`config.mk`:
```
export PLATFORM = sky130hd
export DESIGN_NAME = ccrf_core_regs
export DESIGN_NICKNAME = d
export VERILOG_FILES = /design/src/include/ccrf_pkg.sv /design/src/include/ccrf_alu_if.sv /design/src/ccrf_alu.sv /design/src/ccrf_core_regs.sv
export SDC_FILE = /design/constraint.sdc
export NUM_CORES = 1
export LEC_CHECK = 0
export BUFFER_PORTS_ARGS = -buffer_cell sky130_fd_sc_hd__buf_4
export CELL_PAD_IN_SITES_DETAIL_PLACEMENT = 0
export CELL_PAD_IN_SITES_GLOBAL_PLACEMENT = 1
export CORE_MARGIN = 1.5
export CORE_UTILIZATION = 29
export CTS_BUF_LIST = sky130_fd_sc_hd__clkbuf_8
export CTS_CLUSTER_DIAMETER = 100
export DETAILED_ROUTE_END_ITERATION = 10
export PLACE_DENSITY = 0.7
export SLEW_MARGIN = 20
export SYNTH_ARGS = -nofsm -noshare
export SYNTH_HDL_FRONTEND = slang
export SYNTH_SLANG_ARGS = --single-unit
```
`constraint.sdc`:
```
create_clock -name clk_sys -period 8.9 [get_ports clk_sys]
set_input_delay 1.78 -clock clk_sys [delete_from_list [all_inputs] [get_ports clk_sys]]
set_output_delay 1.78 -clock clk_sys [all_outputs]
set_load 0.03 [all_outputs]
```
`src/include/ccrf_pkg.sv`:
```
package ccrf_pkg;
  // flag positions in the condition register
  localparam int unsigned FLAG_C    = 0;
  localparam int unsigned FLAG_Z    = 1;
  localparam int unsigned FLAG_N    = 2;
  localparam int unsigned FLAG_MASK = 3;
  localparam int unsigned FLAG_H    = 4;
  // upper three bits always read as one
  localparam logic [7:0]  CC_FIXED_ONES = 8'hE0;
  // reset values; the three upper flag bits and the mask bit come up as one
  localparam logic [7:0]  CC_RESET  = 8'hE8;
  localparam logic [7:0]  REG_RESET = 8'h00;
  localparam logic [15:0] PC_RESET  = 16'h0000;
  // read-back selectors for the read op
  localparam logic [2:0]  SEL_ACC   = 3'h0;
  localparam logic [2:0]  SEL_IDX1  = 3'h1;
  localparam logic [2:0]  SEL_IDX2  = 3'h2;
  localparam logic [2:0]  SEL_CC    = 3'h3;
  localparam logic [2:0]  SEL_PC_LOW  = 3'h4;
  localparam logic [2:0]  SEL_PC_HIGH = 3'h5;

  // operations issued by the sequencer, one per op_valid
  typedef enum logic [4:0] {
    OP_NOP     = 5'h00,
    OP_LOAD    = 5'h01,
    OP_ADD     = 5'h02,
    OP_ADC     = 5'h03,
    OP_SUB     = 5'h04,
    OP_SBC     = 5'h05,
    OP_AND     = 5'h06,
    OP_OR      = 5'h07,
    OP_XOR     = 5'h08,
    OP_INC     = 5'h09,
    OP_DEC     = 5'h0A,
    OP_SLL     = 5'h0B,
    OP_SRL     = 5'h0C,
    OP_RLC     = 5'h0D,
    OP_RRC     = 5'h0E,
    OP_BTJT    = 5'h0F,
    OP_BTJF    = 5'h10,
    OP_SET_CARRY   = 5'h11,
    OP_RESET_CARRY = 5'h12,
    OP_SET_MASK    = 5'h13,
    OP_CLEAR_MASK  = 5'h14,
    OP_JRF     = 5'h15,
    OP_JP      = 5'h16,
    OP_POP_CC  = 5'h17,
    OP_READ    = 5'h18,
    OP_IRQ_ENT = 5'h19,
    OP_RETURN_INT  = 5'h1A,
    OP_LD_PC_LOW   = 5'h1B,
    OP_LD_PC_HIGH  = 5'h1C,
    OP_TRAP    = 5'h1D
  } ccrf_op_e;
endpackage

```
`src/include/ccrf_alu_if.sv`:
```
// operand and result bundle between core and alu
interface ccrf_alu_if;
  import ccrf_pkg::*;
  ccrf_op_e   op;        // current operation
  logic [7:0] a;         // target register value
  logic [7:0] b;         // operand byte
  logic       carry_in;  // present carry flag
  logic [2:0] bit_sel;   // bit under test
  logic [7:0] res;       // result byte
  logic       c_out;     // new carry
  logic       h_out;     // new half carry
  logic       bit_val;   // tested bit
  logic       upd_res;   // result goes to target
  logic       upd_h;     // half carry updates
  logic       upd_nz;    // sign and zero update
  logic       upd_c;     // carry updates
  modport core (output op, a, b, carry_in, bit_sel,
                input  res, c_out, h_out, bit_val, upd_res, upd_h, upd_nz, upd_c);
  modport alu  (input  op, a, b, carry_in, bit_sel,
                output res, c_out, h_out, bit_val, upd_res, upd_h, upd_nz, upd_c);
endinterface

```
`src/ccrf_alu.sv`:
```
// combinational datapath; holds no state
module ccrf_alu
  import ccrf_pkg::*;
(
  ccrf_alu_if.alu p
);
  logic [8:0] wide;  // nine-bit sum or difference
  logic [4:0] nib;   // low nibble sum for half carry
  logic       cin;   // carry fed into add or subtract

  // result and flag candidates per operation
  always_comb begin
    wide      = 9'h000;
    nib       = 5'h00;
    cin       = 1'b0;
    p.res     = p.a;
    p.c_out   = p.carry_in;
    p.h_out   = 1'b0;
    p.bit_val = p.b[p.bit_sel];
    p.upd_res = 1'b0;
    p.upd_h   = 1'b0;
    p.upd_nz  = 1'b0;
    p.upd_c   = 1'b0;
    case (p.op)
      OP_LOAD: begin
        p.res = p.b;
        p.upd_res = 1'b1;
        p.upd_nz = 1'b1;
      end
      OP_ADD, OP_ADC: begin
        cin = (p.op == OP_ADC) & p.carry_in;
        wide = {1'b0, p.a} + {1'b0, p.b} + {8'h00, cin};
        nib = {1'b0, p.a[3:0]} + {1'b0, p.b[3:0]} + {4'h0, cin};
        p.res = wide[7:0];
        p.c_out = wide[8];
        p.h_out = nib[4];  // carry out of bit 3
        p.upd_res = 1'b1;
        p.upd_h = 1'b1;  // only add ops touch half carry
        p.upd_nz = 1'b1;
        p.upd_c = 1'b1;  // overflow into carry
      end
      OP_SUB, OP_SBC: begin
        cin = (p.op == OP_SBC) & p.carry_in;
        wide = {1'b0, p.a} - {1'b0, p.b} - {8'h00, cin};
        p.res = wide[7:0];
        p.c_out = wide[8];  // borrow as underflow
        p.upd_res = 1'b1;
        p.upd_nz = 1'b1;
        p.upd_c = 1'b1;
      end
      OP_AND, OP_OR, OP_XOR: begin
        if (p.op == OP_AND) begin
          p.res = p.a & p.b;
        end else if (p.op == OP_OR) begin
          p.res = p.a | p.b;
        end else begin
          p.res = p.a ^ p.b;
        end
        p.upd_res = 1'b1;
        p.upd_nz = 1'b1;
      end
      OP_INC, OP_DEC: begin
        p.res = (p.op == OP_INC) ? p.a + 8'h01 : p.a - 8'h01;
        p.upd_res = 1'b1;
        p.upd_nz = 1'b1;
      end
      OP_SLL, OP_RLC: begin
        p.res = {p.a[6:0], (p.op == OP_RLC) & p.carry_in};
        p.c_out = p.a[7];  // bit shifted out
        p.upd_res = 1'b1;
        p.upd_nz = 1'b1;
        p.upd_c = 1'b1;
      end
      OP_SRL, OP_RRC: begin
        p.res = {(p.op == OP_RRC) & p.carry_in, p.a[7:1]};
        p.c_out = p.a[0];  // bit shifted out
        p.upd_res = 1'b1;
        p.upd_nz = 1'b1;
        p.upd_c = 1'b1;
      end
      OP_BTJT, OP_BTJF: begin
        p.c_out = p.bit_val;  // tested bit lands in carry
        p.upd_c = 1'b1;
      end
      default: begin
        p.res = p.a;
      end
    endcase
  end
endmodule

```
`src/ccrf_core_regs.sv`:
```
// programmer-visible register set of the core
// there is no address port at all: only the op
// port below can read or change a register
module ccrf_core_regs
  import ccrf_pkg::*;
(
  input  wire logic        clk_sys,
  input  wire logic        rst,
  input  wire logic        op_valid,
  input  wire ccrf_op_e    op,
  input  wire logic        op_to_index,
  input  wire logic        op_prefix,
  input  wire logic [2:0]  op_bit,
  input  wire logic        op_when_set,
  input  wire logic [7:0]  op_data,
  input  wire logic [15:0] op_target,
  input  wire logic [2:0]  op_len,
  input  wire logic        irq_req,
  output logic [7:0]       accumulator,
  output logic [7:0]       index_first,
  output logic [7:0]       index_second,
  output logic [15:0]      program_counter,
  output logic [7:0]       condition_flags,
  output logic [7:0]       data_out,
  output logic             branch_taken,
  output logic             irq_eligible,
  output logic             op_done
);

  // whole state of the block in one record
  typedef struct packed {
    logic [7:0]  acc;    // accumulator
    logic [7:0]  idx1;   // first index
    logic [7:0]  idx2;   // second index
    logic [7:0]  pc_low_byte;    // pc low byte
    logic [7:0]  pc_high_byte;    // pc high byte
    logic [7:0]  cc;     // condition flags
    logic [7:0]  dout;   // read-back byte
    logic        taken;  // branch went
    logic        pend;   // request waiting
    logic        elig;   // request servable
    logic        done;   // op retired
  } ccrf_state_s;

  ccrf_state_s s_q;  // registered state
  ccrf_state_s s_d;  // next state

  // datapath bundle
  ccrf_alu_if alu_bus ();

  // arithmetic and shift unit
  ccrf_alu u_alu (
    .p (alu_bus)
  );

  logic [7:0]  target_val;  // register the op works on
  logic [15:0] pc_cur;      // present pc
  logic [15:0] pc_seq;      // pc past this op
  logic        flag_hit;    // chosen flag matches
  logic        entry;       // interrupt entry taken

  // present pc from its two bytes
  assign pc_cur = {s_q.pc_high_byte, s_q.pc_low_byte};

  // sequential fall-through address
  assign pc_seq = pc_cur + {13'h0000, op_len};

  // pick target: accumulator or an index
  // prefix steers index work to the second
  always_comb begin
    if (!op_to_index) begin
      target_val = s_q.acc;
    end else if (op_prefix) begin
      target_val = s_q.idx2;
    end else begin
      target_val = s_q.idx1;
    end
  end

  // feed the alu
  assign alu_bus.op       = op;
  assign alu_bus.a        = target_val;
  assign alu_bus.b        = op_data;
  assign alu_bus.carry_in = s_q.cc[FLAG_C];
  assign alu_bus.bit_sel  = op_bit;

  // conditional jump compares one flag to the
  // wanted level; any bit 0..7 may be picked
  assign flag_hit = (s_q.cc[op_bit] == op_when_set);

  // a maskable entry retires the waiting request
  assign entry = op_valid && (op == OP_IRQ_ENT);

  // next-state logic
  always_comb begin
    s_d = s_q;
    s_d.done = 1'b0;
    s_d.taken = 1'b0;

    // request latch: a new request beats the
    // clear made by the entry op in the same cycle
    if (irq_req) begin
      s_d.pend = 1'b1;  // held while masked
    end else if (entry) begin
      s_d.pend = 1'b0;
    end

    if (op_valid) begin
      s_d.done = 1'b1;
      // default: step past this op
      s_d.pc_low_byte = pc_seq[7:0];
      s_d.pc_high_byte = pc_seq[15:8];

      // result write goes to the chosen register
      if (alu_bus.upd_res) begin
        if (!op_to_index) begin
          s_d.acc = alu_bus.res;
        end else if (op_prefix) begin
          s_d.idx2 = alu_bus.res;
        end else begin
          s_d.idx1 = alu_bus.res;
        end
      end

      // flags land in the same edge as the result,
      // so the very next op sees them
      if (alu_bus.upd_h) begin
        s_d.cc[FLAG_H] = alu_bus.h_out;
      end
      if (alu_bus.upd_nz) begin
        s_d.cc[FLAG_N] = alu_bus.res[7];
        s_d.cc[FLAG_Z] = (alu_bus.res == 8'h00);
      end
      if (alu_bus.upd_c) begin
        s_d.cc[FLAG_C] = alu_bus.c_out;
      end

      // control and flow ops
      case (op)
        OP_SET_CARRY: begin
          s_d.cc[FLAG_C] = 1'b1;  // forced carry
        end
        OP_RESET_CARRY: begin
          s_d.cc[FLAG_C] = 1'b0;  // forced carry
        end
        OP_SET_MASK: begin
          s_d.cc[FLAG_MASK] = 1'b1;
        end
        OP_CLEAR_MASK: begin
          // pending work becomes eligible this edge,
          // whatever level the handler runs at
          s_d.cc[FLAG_MASK] = 1'b0;
        end
        OP_JRF: begin
          if (flag_hit) begin
            s_d.taken = 1'b1;
            s_d.pc_low_byte = op_target[7:0];
            s_d.pc_high_byte = op_target[15:8];
          end
        end
        OP_BTJT, OP_BTJF: begin
          // carry was set by the alu path above
          if (alu_bus.bit_val == (op == OP_BTJT)) begin
            s_d.taken = 1'b1;
            s_d.pc_low_byte = op_target[7:0];
            s_d.pc_high_byte = op_target[15:8];
          end
        end
        OP_JP: begin
          s_d.pc_low_byte = op_target[7:0];
          s_d.pc_high_byte = op_target[15:8];
        end
        OP_POP_CC: begin
          // restore a pushed copy
          s_d.cc = op_data | CC_FIXED_ONES;
        end
        OP_READ: begin
          // read-back, also the push source
          case (op_bit)
            SEL_ACC:  s_d.dout = s_q.acc;
            SEL_IDX1: s_d.dout = s_q.idx1;
            SEL_IDX2: s_d.dout = s_q.idx2;
            SEL_CC:   s_d.dout = s_q.cc;
            SEL_PC_LOW:  s_d.dout = s_q.pc_low_byte;
            SEL_PC_HIGH: s_d.dout = s_q.pc_high_byte;
            default:  s_d.dout = 8'h00;
          endcase
        end
        OP_IRQ_ENT, OP_TRAP: begin
          // entry masks further requests; the trap
          // ignores the mask, so it may nest
          // second index is never saved here
          s_d.cc[FLAG_MASK] = 1'b1;
          s_d.pc_low_byte = op_target[7:0];
          s_d.pc_high_byte = op_target[15:8];
        end
        OP_RETURN_INT: begin
          // flags come back from the stack copy but
          // the handler exit always unmasks
          // second index is not restored
          s_d.cc = op_data | CC_FIXED_ONES;
          s_d.cc[FLAG_MASK] = 1'b0;
        end
        OP_LD_PC_LOW: begin
          // pc bytes popped one at a time
          s_d.pc_low_byte = op_data;
          s_d.pc_high_byte = s_q.pc_high_byte;
        end
        OP_LD_PC_HIGH: begin
          s_d.pc_low_byte = s_q.pc_low_byte;
          s_d.pc_high_byte = op_data;
        end
        default: begin
          s_d.taken = 1'b0;
        end
      endcase
    end

    // eligibility is taken from next values, so a
    // mask clear shows at the same edge
    s_d.elig = s_d.pend & ~s_d.cc[FLAG_MASK];
  end

  // state register; async reset to constants only
  always_ff @(posedge clk_sys or posedge rst) begin
    if (rst) begin
      s_q.acc   <= REG_RESET;
      s_q.idx1  <= REG_RESET;
      s_q.idx2  <= REG_RESET;
      s_q.pc_low_byte   <= PC_RESET[7:0];
      s_q.pc_high_byte   <= PC_RESET[15:8];
      s_q.cc    <= CC_RESET;  // masked out of reset
      s_q.dout  <= REG_RESET;
      s_q.taken <= 1'b0;
      s_q.pend  <= 1'b0;
      s_q.elig  <= 1'b0;
      s_q.done  <= 1'b0;
    end else begin
      s_q <= s_d;
    end
  end

  // outputs straight from the state flops
  assign accumulator     = s_q.acc;
  assign index_first     = s_q.idx1;
  assign index_second    = s_q.idx2;
  assign program_counter = {s_q.pc_high_byte, s_q.pc_low_byte};
  assign condition_flags = s_q.cc;
  assign data_out        = s_q.dout;
  assign branch_taken    = s_q.taken;
  assign irq_eligible    = s_q.elig;
  assign op_done         = s_q.done;

endmodule

```
==> flow_summary.toml <==
[status]
status = "completed"

[cts]
cts_hold_buf = 0
cts.path.max_buffers = 2
clock_latency_ns = 0.36
path_clk_slew_ns = 0.08
post_cts_buffers = 0
cts_root_buffer = "clkbuf_8"
cts_buffers = 9
htreeDepth = 3
cts_sinks = 57
cts_tree = "done"
post_cts_resized = 0

[floorplanning]
die_h_um = 148.4
core_um2 = 20490
die_area_um2 = 22010
io_pins = 101
start_util = 0.2990
die_w_um = 148.4
placementRows = 52

[power]
peakVddDrop_mv = 0.1685
power.total_w = 0.001744
p_leak_nw = 2.949
seqPwrFrac = 0.279
pwr-share-comb = 0.589
power.density_nw_per_um2 = 253.7
internal_power_w = 0.0008630
p_sw_w = 0.0008809
clkPwrFrac = 0.132
p_sw_frac = 0.5051

[synth]
ys_warn_count = 0
synth_area_um2 = 6127
yosys.area.top_type = "dfrtp_1"
syn_inst = 759
yosys_most_used_dff = "dfrtp_1"
synthTopCellsByCount = "nand2_1 (71), o21ai_0 (59), buf_4 (57)"
synth_top_area_frac = 0.2287
ys_seq_elements = 57
yosysSeqAreaShare = 0.2330
synth.distinct_cells = 73
synthTopCellsByArea = "dfrtp_1 (23%), ha_1 (7.6%), buf_4 (7.0%)"
synth-async-reset-ratio = 1.000
synth_edf_count = 0
avgSynthCellArea_um2 = 8.073
yosysMostFrequentCell = "nand2_1"

[drt]
drc = 0
routed_wl_um = 21560
first_iter_violations = 488
drt_pass1_iterations = 9
wl_per_cell_um = 20.38
antenna_left = 0
num_vias = 5836
via_per_inst = 5.516

[critical_path]
r2r_cells = 14
startpoint = "op_prefix"
timing.rr.end = "index_second[7]"
end_kind = "flop"
crit_arrival_ns = 5.78
endpoint = "index_second[7]"
worstPathRequired_ns = 9.20
reg2reg_slack_ns = 4.59
critical_path_class = "input port to flop"
startpoint_type = "input port"
path_max_fanout = 10
reg2reg_from = "index_second[0]"

[global_route]
grt_antenna_before_repair = 0
grt_usage = 0.1950
grt_pass1_vias = 5452
grt_overflow_total = 0
top_usage_layer = "met2"
grt_max_degree = 58
met1_usage = 0.2907
use_met3 = 0.03804
met2_usage = 0.2907
grt_pass1_wl_um = 32830

[placement]
placed_area_um2 = 6694
io_buffers = 97
place_ws_ns = 3.122
dp_hpwl_um = 16270
place_congestion = 0.8562

[timing]
fin_worst_skew_ns = 0.01163
slew_violations = 0
final.setup.tns_ns = 0
tightest_slew_ns = 0.9698
min_period_over_period = 0.6154
final_hold_viol_count = 0
setup_viol = 0
timing.fmax_mhz = 182.6
post-route-worst-setup-slack_ns = 3.423
period_needed_ns = 5.477
grt_setup_unrepaired = "no"
slew_headroom = 0.3535

[layout]
final_area_um2 = 6874
area_growth_syn_to_layout_pct = 12.19
fill_cells = 2227
drive_gt1_frac = 0.2119
fin_nets = 868
n_antenna_cell = 0

[worst_hold_path]
min_path_type = "flop to flop"
worstHoldStart = "data_out[1]"

[run]
drv_cap = 0
==> worst max-delay path, cell delays in order <==
cell and delay (ns):
buf_4 0.18, mux2i_1 0.31, nand2_1 0.09, o21ai_1 0.37, inv_1 0.18, fa_1 0.49
ha_1 0.33, nand4b_1 0.10, o211ai_1 0.13, o211a_1 0.26, o21a_1 0.16, nor3_1 0.20
and4b_1 0.22, a221oi_1 0.67, mux2_2 0.30
==> worst min-delay path by stage <==
stage	end	slack [ns]	cells past startpoint
2_1_floorplan	s_q[2]	0.44	1
3_3_place_gp	s_q[2]	0.46	1
3_5_place_dp	s_q[2]	0.47	1
4_1_cts	s_q[2]	0.48	1
5_1_grt	s_q[2]	0.51	1
6_report	data_out[1]	0.48	2
==> state kept, by name, indices dropped and copies added, names as in the netlist <==
name and count:
irq_eligible 1, s_q 1, branch_taken 1, index_second 8, program_counter 16, index_first 8
accumulator 8, data_out 8, op_done 1, condition_flags 5
==> layout by cell type (no fill, tap or decap), types with 7 or more instances in the layout <==
cell	count
a21o_1	8
a21oi_1	49
a221o_1	9
a221oi_1	8
and2_1	7
and3_1	10
buf_4	107
clkbuf_8	9
dfrtp_1	56
ha_1	37
inv_1	34
mux2_2	30
mux2i_1	17
nand2_1	71
nand2b_1	10
nand3_1	17
nor2_1	48
nor2b_1	17
nor3_1	14
o211ai_1	9
o21a_1	7
o21ai_0	59
o22ai_1	9
or3_1	11
xnor2_1	12
==> per-stage QoR <==
step / hold WS (ns) / utilization / std cells
finish: 0.4817 / 0.3354 / 1058
global route: 0.5127 / 0.3354 / 1058
CTS: 0.4832 / 0.3354 / 1058
detailed placement: 0.4671 / 0.3266 / 1042
global placement: 0.4566 / 0.3266 / 1042
floorplan: 0.4385 / - / 761
==> power groups by stage <==
stage	sequential, W	clock (W)	combinational [W]
floorplan	0.000418	0	0.000838
global placement	0.000489	0	0.00102
detailed placement	0.000488	0	0.00102
CTS	0.000484	0.000234	0.00102
global route	0.000498	0.000245	0.00111
finish	0.000486	0.000230	0.00103
==> kinds of logic after synthesis <==
logic type	count (synthesis)	synth area share
AOI/OAI and AO/OA	223	0.2408
xor gates and xnor gates	15	0.02144
adders and majority gates	43	0.09516
buffers and inverters	131	0.1164
DFF	57	0.2330
muxes	50	0.09393
other	1	0.0006120
and+or+nand+nor	239	0.1987
==> area by class of cell <==
| type | count | area, um^2 | area share |
|---|---|---|---|
| Tap cell | 270 | 337.8 | 0.04914 |
| Multi-Input combinational cell | 573 | 3994 | 0.5810 |
| Sequential cell | 57 | 1428 | 0.2077 |
| Clock buffer | 9 | 123.9 | 0.01802 |
| Timing Repair Buffer | 107 | 803.3 | 0.1169 |
| Inverter | 35 | 131.4 | 0.01911 |
| Clock inverter | 7 | 56.30 | 0.008191 |
==> metal layers <==
metal,routed length [um],up-vias
met5,0,-
met3,1560,18
li1,-,2775
met2,9286,242
met4,307,0
met1,10410,2801
No activity file was read; power rests on OpenSTA's default activity.
